$ cat config.mk
export PLATFORM = sky130hd
export DESIGN_NAME = tef_tx_element_format
export DESIGN_NICKNAME = d
export VERILOG_FILES = /design/src/tef_pkg.sv /design/src/tef_tx_element_format.sv
export SDC_FILE = /design/constraint.sdc
export NUM_CORES = 1
export LEC_CHECK = 0
export ABC_CLOCK_PERIOD_IN_PS = 8000
export BUFFER_PORTS_ARGS = -buffer_cell sky130_fd_sc_hd__buf_2
export CORE_UTILIZATION = 35
export DETAILED_ROUTE_END_ITERATION = 16
export GPL_ROUTABILITY_DRIVEN = 0
export PLACE_DENSITY = 0.61
export SLEW_MARGIN = 25
export SYNTH_ARGS = -nofsm -noshare
export SYNTH_HDL_FRONTEND = slang
export SYNTH_SLANG_ARGS = --single-unit
$ cat constraint.sdc
create_clock -name i_clock -period 8 [get_ports i_clock]
set_input_delay 1.2 -clock i_clock [delete_from_list [all_inputs] [get_ports i_clock]]
set_output_delay 1.2 -clock i_clock [all_outputs]
set_load 0.02 [all_outputs]
$ cat src/tef_pkg.sv
package tef_pkg;

  // APB register byte offsets
  localparam logic [7:0] TEF_CTRL_OFF      = 8'h00;
  localparam logic [7:0] TEF_EVT_BASE_OFF  = 8'h04;
  localparam logic [7:0] TEF_EVT_SIZE_OFF  = 8'h08;
  localparam logic [7:0] TEF_EVT_GET_OFF   = 8'h0c;
  localparam logic [7:0] TEF_STATUS_OFF    = 8'h10;

  // Control register fields
  localparam int TEF_CTRL_FD_POS   = 0;
  localparam int TEF_CTRL_BRS_POS  = 1;
  localparam int TEF_CTRL_WMM_POS  = 2;
  localparam int TEF_CTRL_UTSU_POS = 3;
  localparam int TEF_CTRL_ESZ_LSB  = 4;
  localparam int TEF_CTRL_DAR_POS  = 8;

  // Status register fields
  localparam int TEF_ST_FILL_LSB = 0;
  localparam int TEF_ST_GET_LSB  = 8;
  localparam int TEF_ST_PUT_LSB  = 16;
  localparam int TEF_ST_FULL_POS = 24;
  localparam int TEF_ST_LOST_POS = 25;

  // Reset values
  localparam logic [5:0]  TEF_EVT_SIZE_RST = 6'h10;
  localparam logic [13:0] TEF_EVT_BASE_RST = 14'h0000;
  localparam logic [2:0]  TEF_ESZ_RST      = 3'h0;

  // Buffer word 0 and 1 and event word 1 field positions
  localparam int TEF_T0_ESI_POS  = 31;
  localparam int TEF_T0_XTD_POS  = 30;
  localparam int TEF_T0_RTR_POS  = 29;
  localparam int TEF_T0_STD_LSB  = 18;
  localparam int TEF_T1_MMLO_LSB = 24;
  localparam int TEF_T1_EFC_POS  = 23;
  localparam int TEF_T1_SYNC_CAPTURE_ENABLE_POS = 22;
  localparam int TEF_T1_FDF_POS  = 21;
  localparam int TEF_T1_BRS_POS  = 20;
  localparam int TEF_T1_DLC_LSB  = 16;
  localparam int TEF_T1_MMHI_LSB = 8;
  localparam int TEF_E1_TSC_POS  = 4;

  localparam logic [1:0] TEF_ET_TX      = 2'h1;
  localparam logic [1:0] TEF_ET_DESPITE = 2'h2;
  localparam logic [3:0] TEF_CLASSIC_MAX_DLC = 4'h8;
  localparam logic [13:0] TEF_DATA_WORD_OFS  = 14'h0002;

  typedef enum logic [6:0] {
    TEF_IDLE  = 7'h01,
    TEF_RD_T0 = 7'h02,
    TEF_RD_T1 = 7'h04,
    TEF_RD_DB = 7'h08,
    TEF_SEND  = 7'h10,
    TEF_WR_E0 = 7'h20,
    TEF_WR_E1 = 7'h40
  } tef_state_type;

  typedef struct packed {
    logic        esi;
    logic        extended_id_flag;
    logic        rtr;
    logic        fdf;
    logic        brs;
    logic [3:0]  dlc;
    logic [28:0] id;
    logic [6:0]  data_bytes;
  } tef_frame_type;

  typedef struct packed {
    logic        req;
    logic        we;
    logic [13:0] addr;
    logic [31:0] wdata;
  } tef_mem_req_type;

  // Byte count of a length code in the long-frame coding
  function automatic logic [6:0] tef_code_bytes(input logic [3:0] code);
    case (code)
      4'h9:    tef_code_bytes = 7'h0c;
      4'ha:    tef_code_bytes = 7'h10;
      4'hb:    tef_code_bytes = 7'h14;
      4'hc:    tef_code_bytes = 7'h18;
      4'hd:    tef_code_bytes = 7'h20;
      4'he:    tef_code_bytes = 7'h30;
      4'hf:    tef_code_bytes = 7'h40;
      default: tef_code_bytes = {3'h0, code};
    endcase
  endfunction

endpackage

$ cat src/tef_tx_element_format.sv
// Overview of operation
// RQ1: Host places standard id in bits 28:18
// RQ2: Copy marker low byte into event
// RQ3: Event store bit zero writes no event
// RQ4: Capture enable pulses sync output one cycle
// RQ5: Format bit selects classic or FD frame
// RQ6: Rate switch bit selects bit rate switching
// RQ7: Error, format, switch bits need FD enabled
// RQ8: Switch bit also needs rate switch enable
// RQ9: Codes 0-8 literal, 9-15 give 12..64
// RQ10: Classic frame codes 9-15 carry eight
// RQ11: Marker high byte only in wide modes
// RQ12: Data bytes packed little-endian from word two
// RQ13: Element size limits data words fetched
// RQ14: Events written in transmission order
// RQ15: Plain mode puts timestamp in event word
// RQ16: Wide modes put marker high byte there
// RQ17: Capture sets flag and register index
// RQ18: Without capture flag clear, index invalid
// RQ19: Event type 01 normal, 10 despite cancel
// RQ20: Timestamp latched at frame start
// RQ21: Sent error indicator ORs error passive
// RQ22: Memory accessed only as whole words
//
// Local design decisions: the APB interface to the registers and the address map.
module tef_tx_element_format
  import tef_pkg::*;
(
  input  wire logic          i_clock,
  input  wire logic          i_reset_n,
  input  wire logic          psel,
  input  wire logic          penable,
  input  wire logic          pwrite,
  input  wire logic [7:0]    paddr,
  input  wire logic [31:0]   pwdata,
  output logic [31:0]        prdata,
  output logic               pready,
  output logic               pslverr,
  output tef_mem_req_type    o_mem,
  input  wire logic          i_mem_ack,
  input  wire logic [31:0]   i_mem_rdata,
  input  wire logic          i_tx_request,
  input  wire logic [13:0]   i_tx_buffer_addr,
  output logic               o_tx_busy,
  output tef_frame_type      o_frame,
  output logic               o_frame_valid,
  output logic               o_data_valid,
  output logic [3:0]         o_data_index,
  output logic [31:0]        o_data_word,
  input  wire logic          i_error_passive,
  input  wire logic          i_frame_start,
  input  wire logic [15:0]   i_timestamp,
  input  wire logic          i_frame_sent,
  input  wire logic          i_frame_dropped,
  input  wire logic          i_sent_despite_cancel,
  input  wire logic [3:0]    i_stamp_index,
  output logic               o_sync_tx
);

  typedef struct packed {
    tef_state_type   state;
    logic            fd_operation_enable;
    logic            rate_switch_enable;
    logic            wide_marker_enable;
    logic            external_stamp_unit_mode;
    logic [2:0]      tx_element_size_config;
    logic            dar_mode;
    logic [13:0]     evt_base;
    logic [5:0]      evt_size;
    logic [5:0]      put;
    logic [5:0]      get;
    logic            full;
    logic            lost;
    logic [13:0]     buf_addr;
    logic [31:0]     t0;
    logic [31:0]     t1;
    logic [4:0]      word_idx;
    logic [4:0]      word_total;
    logic [15:0]     tx_start_timestamp;
    logic [3:0]      stamp_register_index;
    logic            despite;
    tef_mem_req_type mem;
    tef_frame_type   frame;
    logic            frame_valid;
    logic            data_valid;
    logic [3:0]      data_index;
    logic [31:0]     data_word;
    logic            sync_tx;
  } tef_regs_type;

  tef_regs_type r;
  tef_regs_type next_r;

  logic          apb_wr;
  logic          mem_done;
  logic          fd_ok;
  logic          brs_ok;
  logic          wide_form;
  logic          capture;
  logic          event_store_enable;
  logic [3:0]    dlc;
  logic [6:0]    bytes;
  logic [6:0]    elem_bytes;
  logic [4:0]    need_words;
  logic [4:0]    elem_words;
  logic [5:0]    fill;
  logic [5:0]    put_inc;
  logic [31:0]   e1;
  logic [31:0]   ctrl_rd;
  logic [31:0]   status_rd;

  assign apb_wr   = psel && penable && pwrite;
  assign mem_done = r.mem.req && i_mem_ack;
  assign pready   = 1'b1;

  assign fd_ok      = r.fd_operation_enable && !r.t0[TEF_T0_RTR_POS]; // [RQ7]
  assign brs_ok     = fd_ok && r.rate_switch_enable; // [RQ8]
  assign wide_form  = r.wide_marker_enable || r.external_stamp_unit_mode; // [RQ11]
  assign capture    = r.external_stamp_unit_mode && r.t1[TEF_T1_SYNC_CAPTURE_ENABLE_POS];
  assign event_store_enable = r.t1[TEF_T1_EFC_POS];
  assign dlc        = r.t1[TEF_T1_DLC_LSB +: 4];
  assign elem_bytes = tef_code_bytes(r.tx_element_size_config + 4'h8); // [RQ13]
  assign elem_words = elem_bytes[6:2];
  assign put_inc    = (r.put + 6'h01 >= r.evt_size) ? 6'h00 : r.put + 6'h01;
  assign fill       = r.full ? r.evt_size :
                      (r.put >= r.get) ? r.put - r.get : r.put + r.evt_size - r.get;

  always_comb
  begin
    bytes = 7'h00;
    if (!r.t0[TEF_T0_RTR_POS])
    begin
      if (fd_ok && r.t1[TEF_T1_FDF_POS])
        bytes = tef_code_bytes(dlc); // [RQ9]
      else if (dlc > TEF_CLASSIC_MAX_DLC)
        bytes = 7'h08; // [RQ10]
      else
        bytes = {3'h0, dlc}; // [RQ9]
    end
    need_words = 5'(({1'b0, bytes} + 8'h03) >> 2);
    if (need_words > elem_words)
      need_words = elem_words; // [RQ13]
  end

  // Second event word: marker form or timestamp form
  always_comb
  begin
    e1 = 32'h0000_0000;
    e1[31:24] = r.t1[31:24]; // [RQ2]
    e1[23:22] = (r.despite || r.dar_mode) ? TEF_ET_DESPITE : TEF_ET_TX; // [RQ19]
    e1[21]    = r.frame.fdf;
    e1[20]    = r.frame.brs;
    e1[19:16] = dlc;
    if (wide_form)
    begin
      e1[15:8] = r.t1[TEF_T1_MMHI_LSB +: 8]; // [RQ16]
      e1[TEF_E1_TSC_POS] = capture; // [RQ17] [RQ18]
      e1[3:0]  = capture ? r.stamp_register_index : 4'h0; // [RQ17]
    end
    else
      e1[15:0] = r.tx_start_timestamp; // [RQ15]
  end

  always_comb
  begin
    ctrl_rd = 32'h0000_0000;
    ctrl_rd[TEF_CTRL_FD_POS]   = r.fd_operation_enable;
    ctrl_rd[TEF_CTRL_BRS_POS]  = r.rate_switch_enable;
    ctrl_rd[TEF_CTRL_WMM_POS]  = r.wide_marker_enable;
    ctrl_rd[TEF_CTRL_UTSU_POS] = r.external_stamp_unit_mode;
    ctrl_rd[TEF_CTRL_ESZ_LSB +: 3] = r.tx_element_size_config;
    ctrl_rd[TEF_CTRL_DAR_POS]  = r.dar_mode;
    status_rd = 32'h0000_0000;
    status_rd[TEF_ST_FILL_LSB +: 6] = fill;
    status_rd[TEF_ST_GET_LSB +: 6]  = r.get;
    status_rd[TEF_ST_PUT_LSB +: 6]  = r.put;
    status_rd[TEF_ST_FULL_POS]      = r.full;
    status_rd[TEF_ST_LOST_POS]      = r.lost;
    prdata  = 32'h0000_0000;
    pslverr = 1'b0;
    case (paddr)
      TEF_CTRL_OFF:     prdata = ctrl_rd;
      TEF_EVT_BASE_OFF: prdata = {16'h0000, r.evt_base, 2'h0};
      TEF_EVT_SIZE_OFF: prdata = {26'h0, r.evt_size};
      TEF_EVT_GET_OFF:  prdata = {26'h0, r.get};
      TEF_STATUS_OFF:   prdata = status_rd;
      default:          pslverr = psel && penable;
    endcase
  end

  always_comb
  begin
    next_r = r;
    next_r.frame_valid = 1'b0;
    next_r.data_valid  = 1'b0;
    next_r.sync_tx     = 1'b0;

    if (apb_wr)
    begin
      case (paddr)
        TEF_CTRL_OFF:
        begin
          next_r.fd_operation_enable      = pwdata[TEF_CTRL_FD_POS];
          next_r.rate_switch_enable       = pwdata[TEF_CTRL_BRS_POS];
          next_r.wide_marker_enable       = pwdata[TEF_CTRL_WMM_POS];
          next_r.external_stamp_unit_mode = pwdata[TEF_CTRL_UTSU_POS];
          next_r.tx_element_size_config   = pwdata[TEF_CTRL_ESZ_LSB +: 3];
          next_r.dar_mode                 = pwdata[TEF_CTRL_DAR_POS];
        end
        TEF_EVT_BASE_OFF: next_r.evt_base = pwdata[15:2];
        TEF_EVT_SIZE_OFF: next_r.evt_size = (pwdata[5:0] == 6'h00) ? 6'h01 : pwdata[5:0];
        TEF_EVT_GET_OFF:
        begin
          // Host hands back elements by advancing the read index
          next_r.get  = (pwdata[5:0] >= r.evt_size) ? 6'h00 : pwdata[5:0];
          next_r.full = 1'b0;
        end
        TEF_STATUS_OFF:
          if (pwdata[TEF_ST_LOST_POS])
            next_r.lost = 1'b0;
        default: ;
      endcase
    end

    case (r.state)
      TEF_IDLE:
        if (i_tx_request)
        begin
          next_r.buf_addr   = i_tx_buffer_addr;
          next_r.mem        = '{req: 1'b1, we: 1'b0, addr: i_tx_buffer_addr,
                                wdata: 32'h0000_0000}; // [RQ22]
          next_r.despite    = 1'b0;
          next_r.state      = TEF_RD_T0;
        end
      TEF_RD_T0:
        if (mem_done)
        begin
          next_r.t0       = i_mem_rdata;
          next_r.mem.addr = r.buf_addr + 14'h0001;
          next_r.state    = TEF_RD_T1;
        end
      TEF_RD_T1:
        if (mem_done)
        begin
          next_r.t1       = i_mem_rdata;
          next_r.mem.req  = 1'b0;
          next_r.word_idx = 5'h00;
          next_r.state    = TEF_RD_DB;
        end
      TEF_RD_DB:
      begin
        // T1 is now stable, so the frame header is resolved here on every cycle of this state
        next_r.frame.esi = (fd_ok && r.t0[TEF_T0_ESI_POS]) || i_error_passive; // [RQ21] [RQ7]
        next_r.frame.extended_id_flag = r.t0[TEF_T0_XTD_POS];
        next_r.frame.rtr = r.t0[TEF_T0_RTR_POS];
        next_r.frame.id  = r.t0[28:0]; // [RQ1]
        next_r.frame.fdf = fd_ok && r.t1[TEF_T1_FDF_POS]; // [RQ5]
        next_r.frame.brs = brs_ok && r.t1[TEF_T1_FDF_POS] && r.t1[TEF_T1_BRS_POS]; // [RQ6]
        next_r.frame.dlc = dlc;
        next_r.frame.data_bytes = bytes;
        next_r.word_total = need_words;
        if (mem_done)
        begin
          // Words pass as read: byte 0 stays in bits 7:0
          next_r.data_valid = 1'b1; // [RQ12]
          next_r.data_word  = i_mem_rdata;
          next_r.data_index = r.word_idx[3:0];
          next_r.word_idx   = r.word_idx + 5'h01;
          next_r.mem.req    = 1'b0;
        end
        else if (!r.mem.req)
        begin
          if (r.word_idx < need_words)
          begin
            next_r.mem.req  = 1'b1;
            next_r.mem.addr = r.buf_addr + TEF_DATA_WORD_OFS + {9'h000, r.word_idx}; // [RQ12]
          end
          else
          begin
            next_r.frame_valid = 1'b1;
            next_r.state       = TEF_SEND;
          end
        end
      end
      TEF_SEND:
      begin
        if (i_frame_start)
          next_r.tx_start_timestamp = i_timestamp; // [RQ20]
        if (i_frame_dropped)
          next_r.state = TEF_IDLE;
        else if (i_frame_sent)
        begin
          next_r.sync_tx = capture; // [RQ4]
          next_r.stamp_register_index = i_stamp_index; // [RQ17]
          next_r.despite = i_sent_despite_cancel;
          if (!event_store_enable)
            next_r.state = TEF_IDLE; // [RQ3]
          else if (r.full)
          begin
            // No room: the event is dropped and flagged rather than overwriting
            next_r.lost  = 1'b1;
            next_r.state = TEF_IDLE;
          end
          else
          begin
            next_r.mem = '{req: 1'b1, we: 1'b1,
                           addr: r.evt_base + {7'h00, r.put, 1'b0},
                           wdata: {r.frame.esi, r.t0[30:0]}}; // [RQ3] [RQ22]
            next_r.state = TEF_WR_E0;
          end
        end
      end
      TEF_WR_E0:
        if (mem_done)
        begin
          next_r.mem.addr  = r.mem.addr + 14'h0001;
          next_r.mem.wdata = e1;
          next_r.state     = TEF_WR_E1;
        end
      TEF_WR_E1:
        if (mem_done)
        begin
          next_r.mem.req = 1'b0;
          next_r.mem.we  = 1'b0;
          next_r.put     = put_inc; // [RQ14]
          next_r.full    = (put_inc == next_r.get) && !(apb_wr && paddr == TEF_EVT_GET_OFF &&
                           next_r.get != r.get) ? 1'b1 : (put_inc == next_r.get);
          next_r.state   = TEF_IDLE;
        end
      default: next_r.state = TEF_IDLE;
    endcase
  end

  always_ff @(posedge i_clock or negedge i_reset_n)
  begin
    if (!i_reset_n)
    begin
      r                        <= '0;
      r.state                  <= TEF_IDLE;
      r.evt_base               <= TEF_EVT_BASE_RST;
      r.evt_size               <= TEF_EVT_SIZE_RST;
      r.tx_element_size_config <= TEF_ESZ_RST;
    end
    else
      r <= next_r;
  end

  assign o_mem         = r.mem;
  assign o_tx_busy     = (r.state != TEF_IDLE);
  assign o_frame       = r.frame;
  assign o_frame_valid = r.frame_valid;
  assign o_data_valid  = r.data_valid;
  assign o_data_index  = r.data_index;
  assign o_data_word   = r.data_word;
  assign o_sync_tx     = r.sync_tx; // [RQ4]

endmodule // tef_tx_element_format

==> impl_metrics.tcl <==
set metrics [dict create \
    drt_iter0_markers 1011 \
    maxCapViolations 0 \
    final.setup.tns_ns 0 \
    hold_viol 0 \
    avgSynthCellArea_sq_um 9.58 \
    synth_top_area_share_pct 43.9 \
    synth_edf_count 0 \
    whs_ns 0.466 \
    hp-class "flop to flop" \
    start_util_pct 35.5 \
    drive_gt1_share_pct 27.3 \
    timing.rr.start "ctrl_rd[0]" \
    cts_tree "done" \
    synth.most_common_cell "nand2_1" \
    critical_path.startpoint "r[249]" \
    grt_pass1_wl_mm 70.3 \
    grt_pass1_vias 12052 \
    clk_pin_slew_ns 0.06 \
    synthTopCellsByArea "dfrtp_1 44%, mux2_2 9.1%, nand2_1 7.9%, buf_4 6.7%, ha_1 4.1%" \
    critPathKind "flop to output pin" \
    ctsRootBufferMaster "clkbuf_16" \
    finalSetupViolations 0 \
    wl_mm 46.9 \
    power_switching_mw 2.44 \
    max_freq_mhz 194 \
    synth_top_family_by_area "simple AND/OR/NAND/NOR gates" \
    post-place-ws_ns 3.06 \
    power_mw 6.26 \
    slew_headroom_pct 35.2 \
    worstMarginPinSlew_ns 0.965 \
    synth_compound_area_share_pct 12.3 \
    drtPass1Iterations 5 \
    internal-power_mw 3.82 \
    clk_latency_ns 0.54 \
    r2r-end "o_mem[38]" \
    powerDensity_mw_per_mm2 350 \
    synthXorXnorAreaFrac_pct 2.46 \
    critPathMaxFanout 10 \
    numCtsBuffers 36 \
    core_area_sq_mm 0.0442 \
    wl_per_cell_um 19.8 \
    ys_types 73 \
    reg2reg_slack_ns 3.34 \
    status "finished, final reports clean" \
    skew_ns 0.0140 \
    via_count 12422 \
    ys_ff_latch 277 \
    seqPwrFrac_pct 36.7 \
    p_leak_nw 8.91 \
    synth_warnings 0 \
    drc 0 \
    antenna_found_initial 1 \
    dp_hpwl_mm 32.3 \
    ant_nets 0 \
    maxSlewViolCount 0 \
    synth_common_cells "329 x nand2_1, 275 x dfrtp_1, 140 x buf_4" \
    pwr-share-clk_pct 27.0 \
    rows 77 \
    yosys.area.top_type "dfrtp_1" \
    finalCriticalPeriod_ns 5.16 \
    cp.arrival_ns 3.96 \
    grt.total_usage_pct 20.4 \
    muxShareOfSynthArea_pct 10.2 \
    crit_end "prdata[5]" \
    timing.final.crit_share_pct 64.5 \
    ys.flop_type "dfrtp_1" \
    cts.path.max_buffers 3 \
    die_w_um 214 \
    critical_path.startpoint_type "flop" \
    die_y_um 214 \
    end_kind "output pin" \
    dieArea_sq_mm 0.0457 \
    cts.htree.levels 2 \
    port_buffers 260 \
    grt_max_degree 176 \
    via_per_inst 5.25 \
    pwr-share-comb_pct 36.3 \
    cts.hold.buffers_added 0 \
    clock-sinks 277 \
    fin_nets 1926 \
    rr_worst_depth 20 \
    rsz0062_at_grt "false" \
    post_cts_resized 0 \
    syn2layout_area_growth_pct 14.0 \
    fillers 4382 \
    synthAdderAreaFrac_pct 5.17 \
    syn_area_sq_mm 0.0157 \
    ir_worst_vdd_uv 193 \
    yosysSeqAreaShare_pct 44.2 \
    netlist_instances 1637 \
    synthArstFlopShare_pct 100 \
    synthSimpleGateAreaFrac_pct 16.0 \
    switching_share_pct 39.0 \
    io_pins 285 \
    cp.required_ns 6.80 \
    setup_ws_ns 2.84 \
    globalRoute.totalOverflow 0 \
    cts_setup_buffers 0 \
]
## cells by family (layout without fill, tap and decap cells)
kind of cell / count (synthesis) / count (layout)
AO/OA/AOI/OAI: 291 / 291
XOR/XNOR: 44 / 44
adder cells (fa/ha/maj): 60 / 60
buffers and inverters: 258 / 388
flip-flops: 277 / 277
multiplexers: 144 / 144
other: 2 / 11
AND/OR/NAND/NOR: 561 / 561
## worst min path at each step
stage | from | end | depth (start not counted) | slack (ns)
final | o_frame[34] | o_frame[34] | 2 | 0.47
after global routing | o_data_word[13] | o_data_word[13] | 2 | 0.49
after CTS | o_frame[27] | o_frame[27] | 2 | 0.47
after detailed placement | o_data_word[8] | o_data_word[8] | 2 | 0.46
after global placement | o_data_word[12] | o_data_word[12] | 2 | 0.45
after floorplan | o_frame[3] | o_frame[3] | 2 | 0.44
## placed cells by master, fill, tap and decap left out, types with 5 or more instances in the layout
cell	netlist	final
nor2b_1	12	12
and3_1	24	24
a22oi_1	20	20
a221oi_1	6	6
o21a_1	6	6
buf_2	11	259
and2_1	12	12
nand2_1	329	327
clkinv_2	0	5
nor4_1	6	6
o211ai_1	12	12
or2_2	5	5
mux2i_1	16	16
nor3_1	17	17
o21ai_0	60	60
a22o_1	11	11
clkbuf_16	0	36
a211oi_1	8	8
a21oi_1	86	86
xnor2_1	26	26
clkbuf_8	0	8
o2111ai_1	5	5
a31oi_1	10	9
nand2b_1	6	6
nor2_1	79	78
fa_1	8	8
buf_4	140	11
ha_1	52	52
xor2_1	18	18
mux2_2	127	127
a21o_1	13	13
inv_1	50	49
conb_1	2	9
a222oi_1	14	14
or3_1	6	6
nand3_1	31	31
dfrtp_1	275	275
a21boi_0	5	5
nand4_1	8	8
## critical path, cell delays in order (launching register included)
cell,delay [ns]
dfrtp_1,0.55
inv_1,0.22
ha_1,0.20
inv_1,0.05
fa_1,0.41
a21o_1,0.18
a21oi_1,0.24
o21ai_0,0.15
a21oi_1,0.64
a211oi_1,0.16
o31ai_1,0.37
buf_2,0.24
## layer usage
layer | wire length (um) | part of all wire [%] | track usage (%)
met5 | 0 | 0 | 0
met2 | 21700 | 46 | 32.5
met1 | 20400 | 44 | 27.3
met3 | 3320 | 7.1 | 3.73
met4 | 1480 | 3.2 | 8.15
## power by group through the flow
| stage | registers (mW) | logic [mW] | clock network (mW) |
|---|---|---|---|
| after global routing | 2.36 | 2.50 | 1.79 |
| after detailed placement | 2.31 | 2.25 | 0 |
| after CTS | 2.29 | 2.27 | 1.74 |
| after floorplan | 2.16 | 1.96 | 0 |
| final | 2.30 | 2.27 | 1.69 |
| after global placement | 2.29 | 2.20 | 0 |
## final cells by class
class / count / area (sq um) / area share [%]
inverter: 50 / 188 / 1.05
sequential: 277 / 6930 / 38.8
multi-input combinational: 1109 / 7320 / 40.9
tap: 592 / 741 / 4.14
timing repair buffer: 274 / 1460 / 8.14
clock buffer: 48 / 1030 / 5.74
antenna: 2 / 5.00 / 0.0280
clock inverter: 16 / 211 / 1.18
## per-stage QoR
stage                     std cells  utilization [%]  area (sq um)
after floorplan                1644                -         15700
after global placement         2300             37.5         16600
after detailed placement       2300             37.5         16600
after CTS                      2364             40.3         17800
after global routing           2367             40.4         17900
final                          2368             40.4         17900
## sequential cells by signal, indices dropped and copies added (netlist names)
| register | cells |
|---|---|
| ctrl_rd | 8 |
| dlc | 4 |
| e1 | 8 |
| event_store_enable | 1 |
| o_data_index | 4 |
| o_data_valid | 1 |
| o_data_word | 32 |
| o_frame | 45 |
| o_frame_valid | 1 |
| o_mem | 48 |
| o_sync_tx | 1 |
| r | 124 |
No activity file was read; power rests on OpenSTA's default activity.
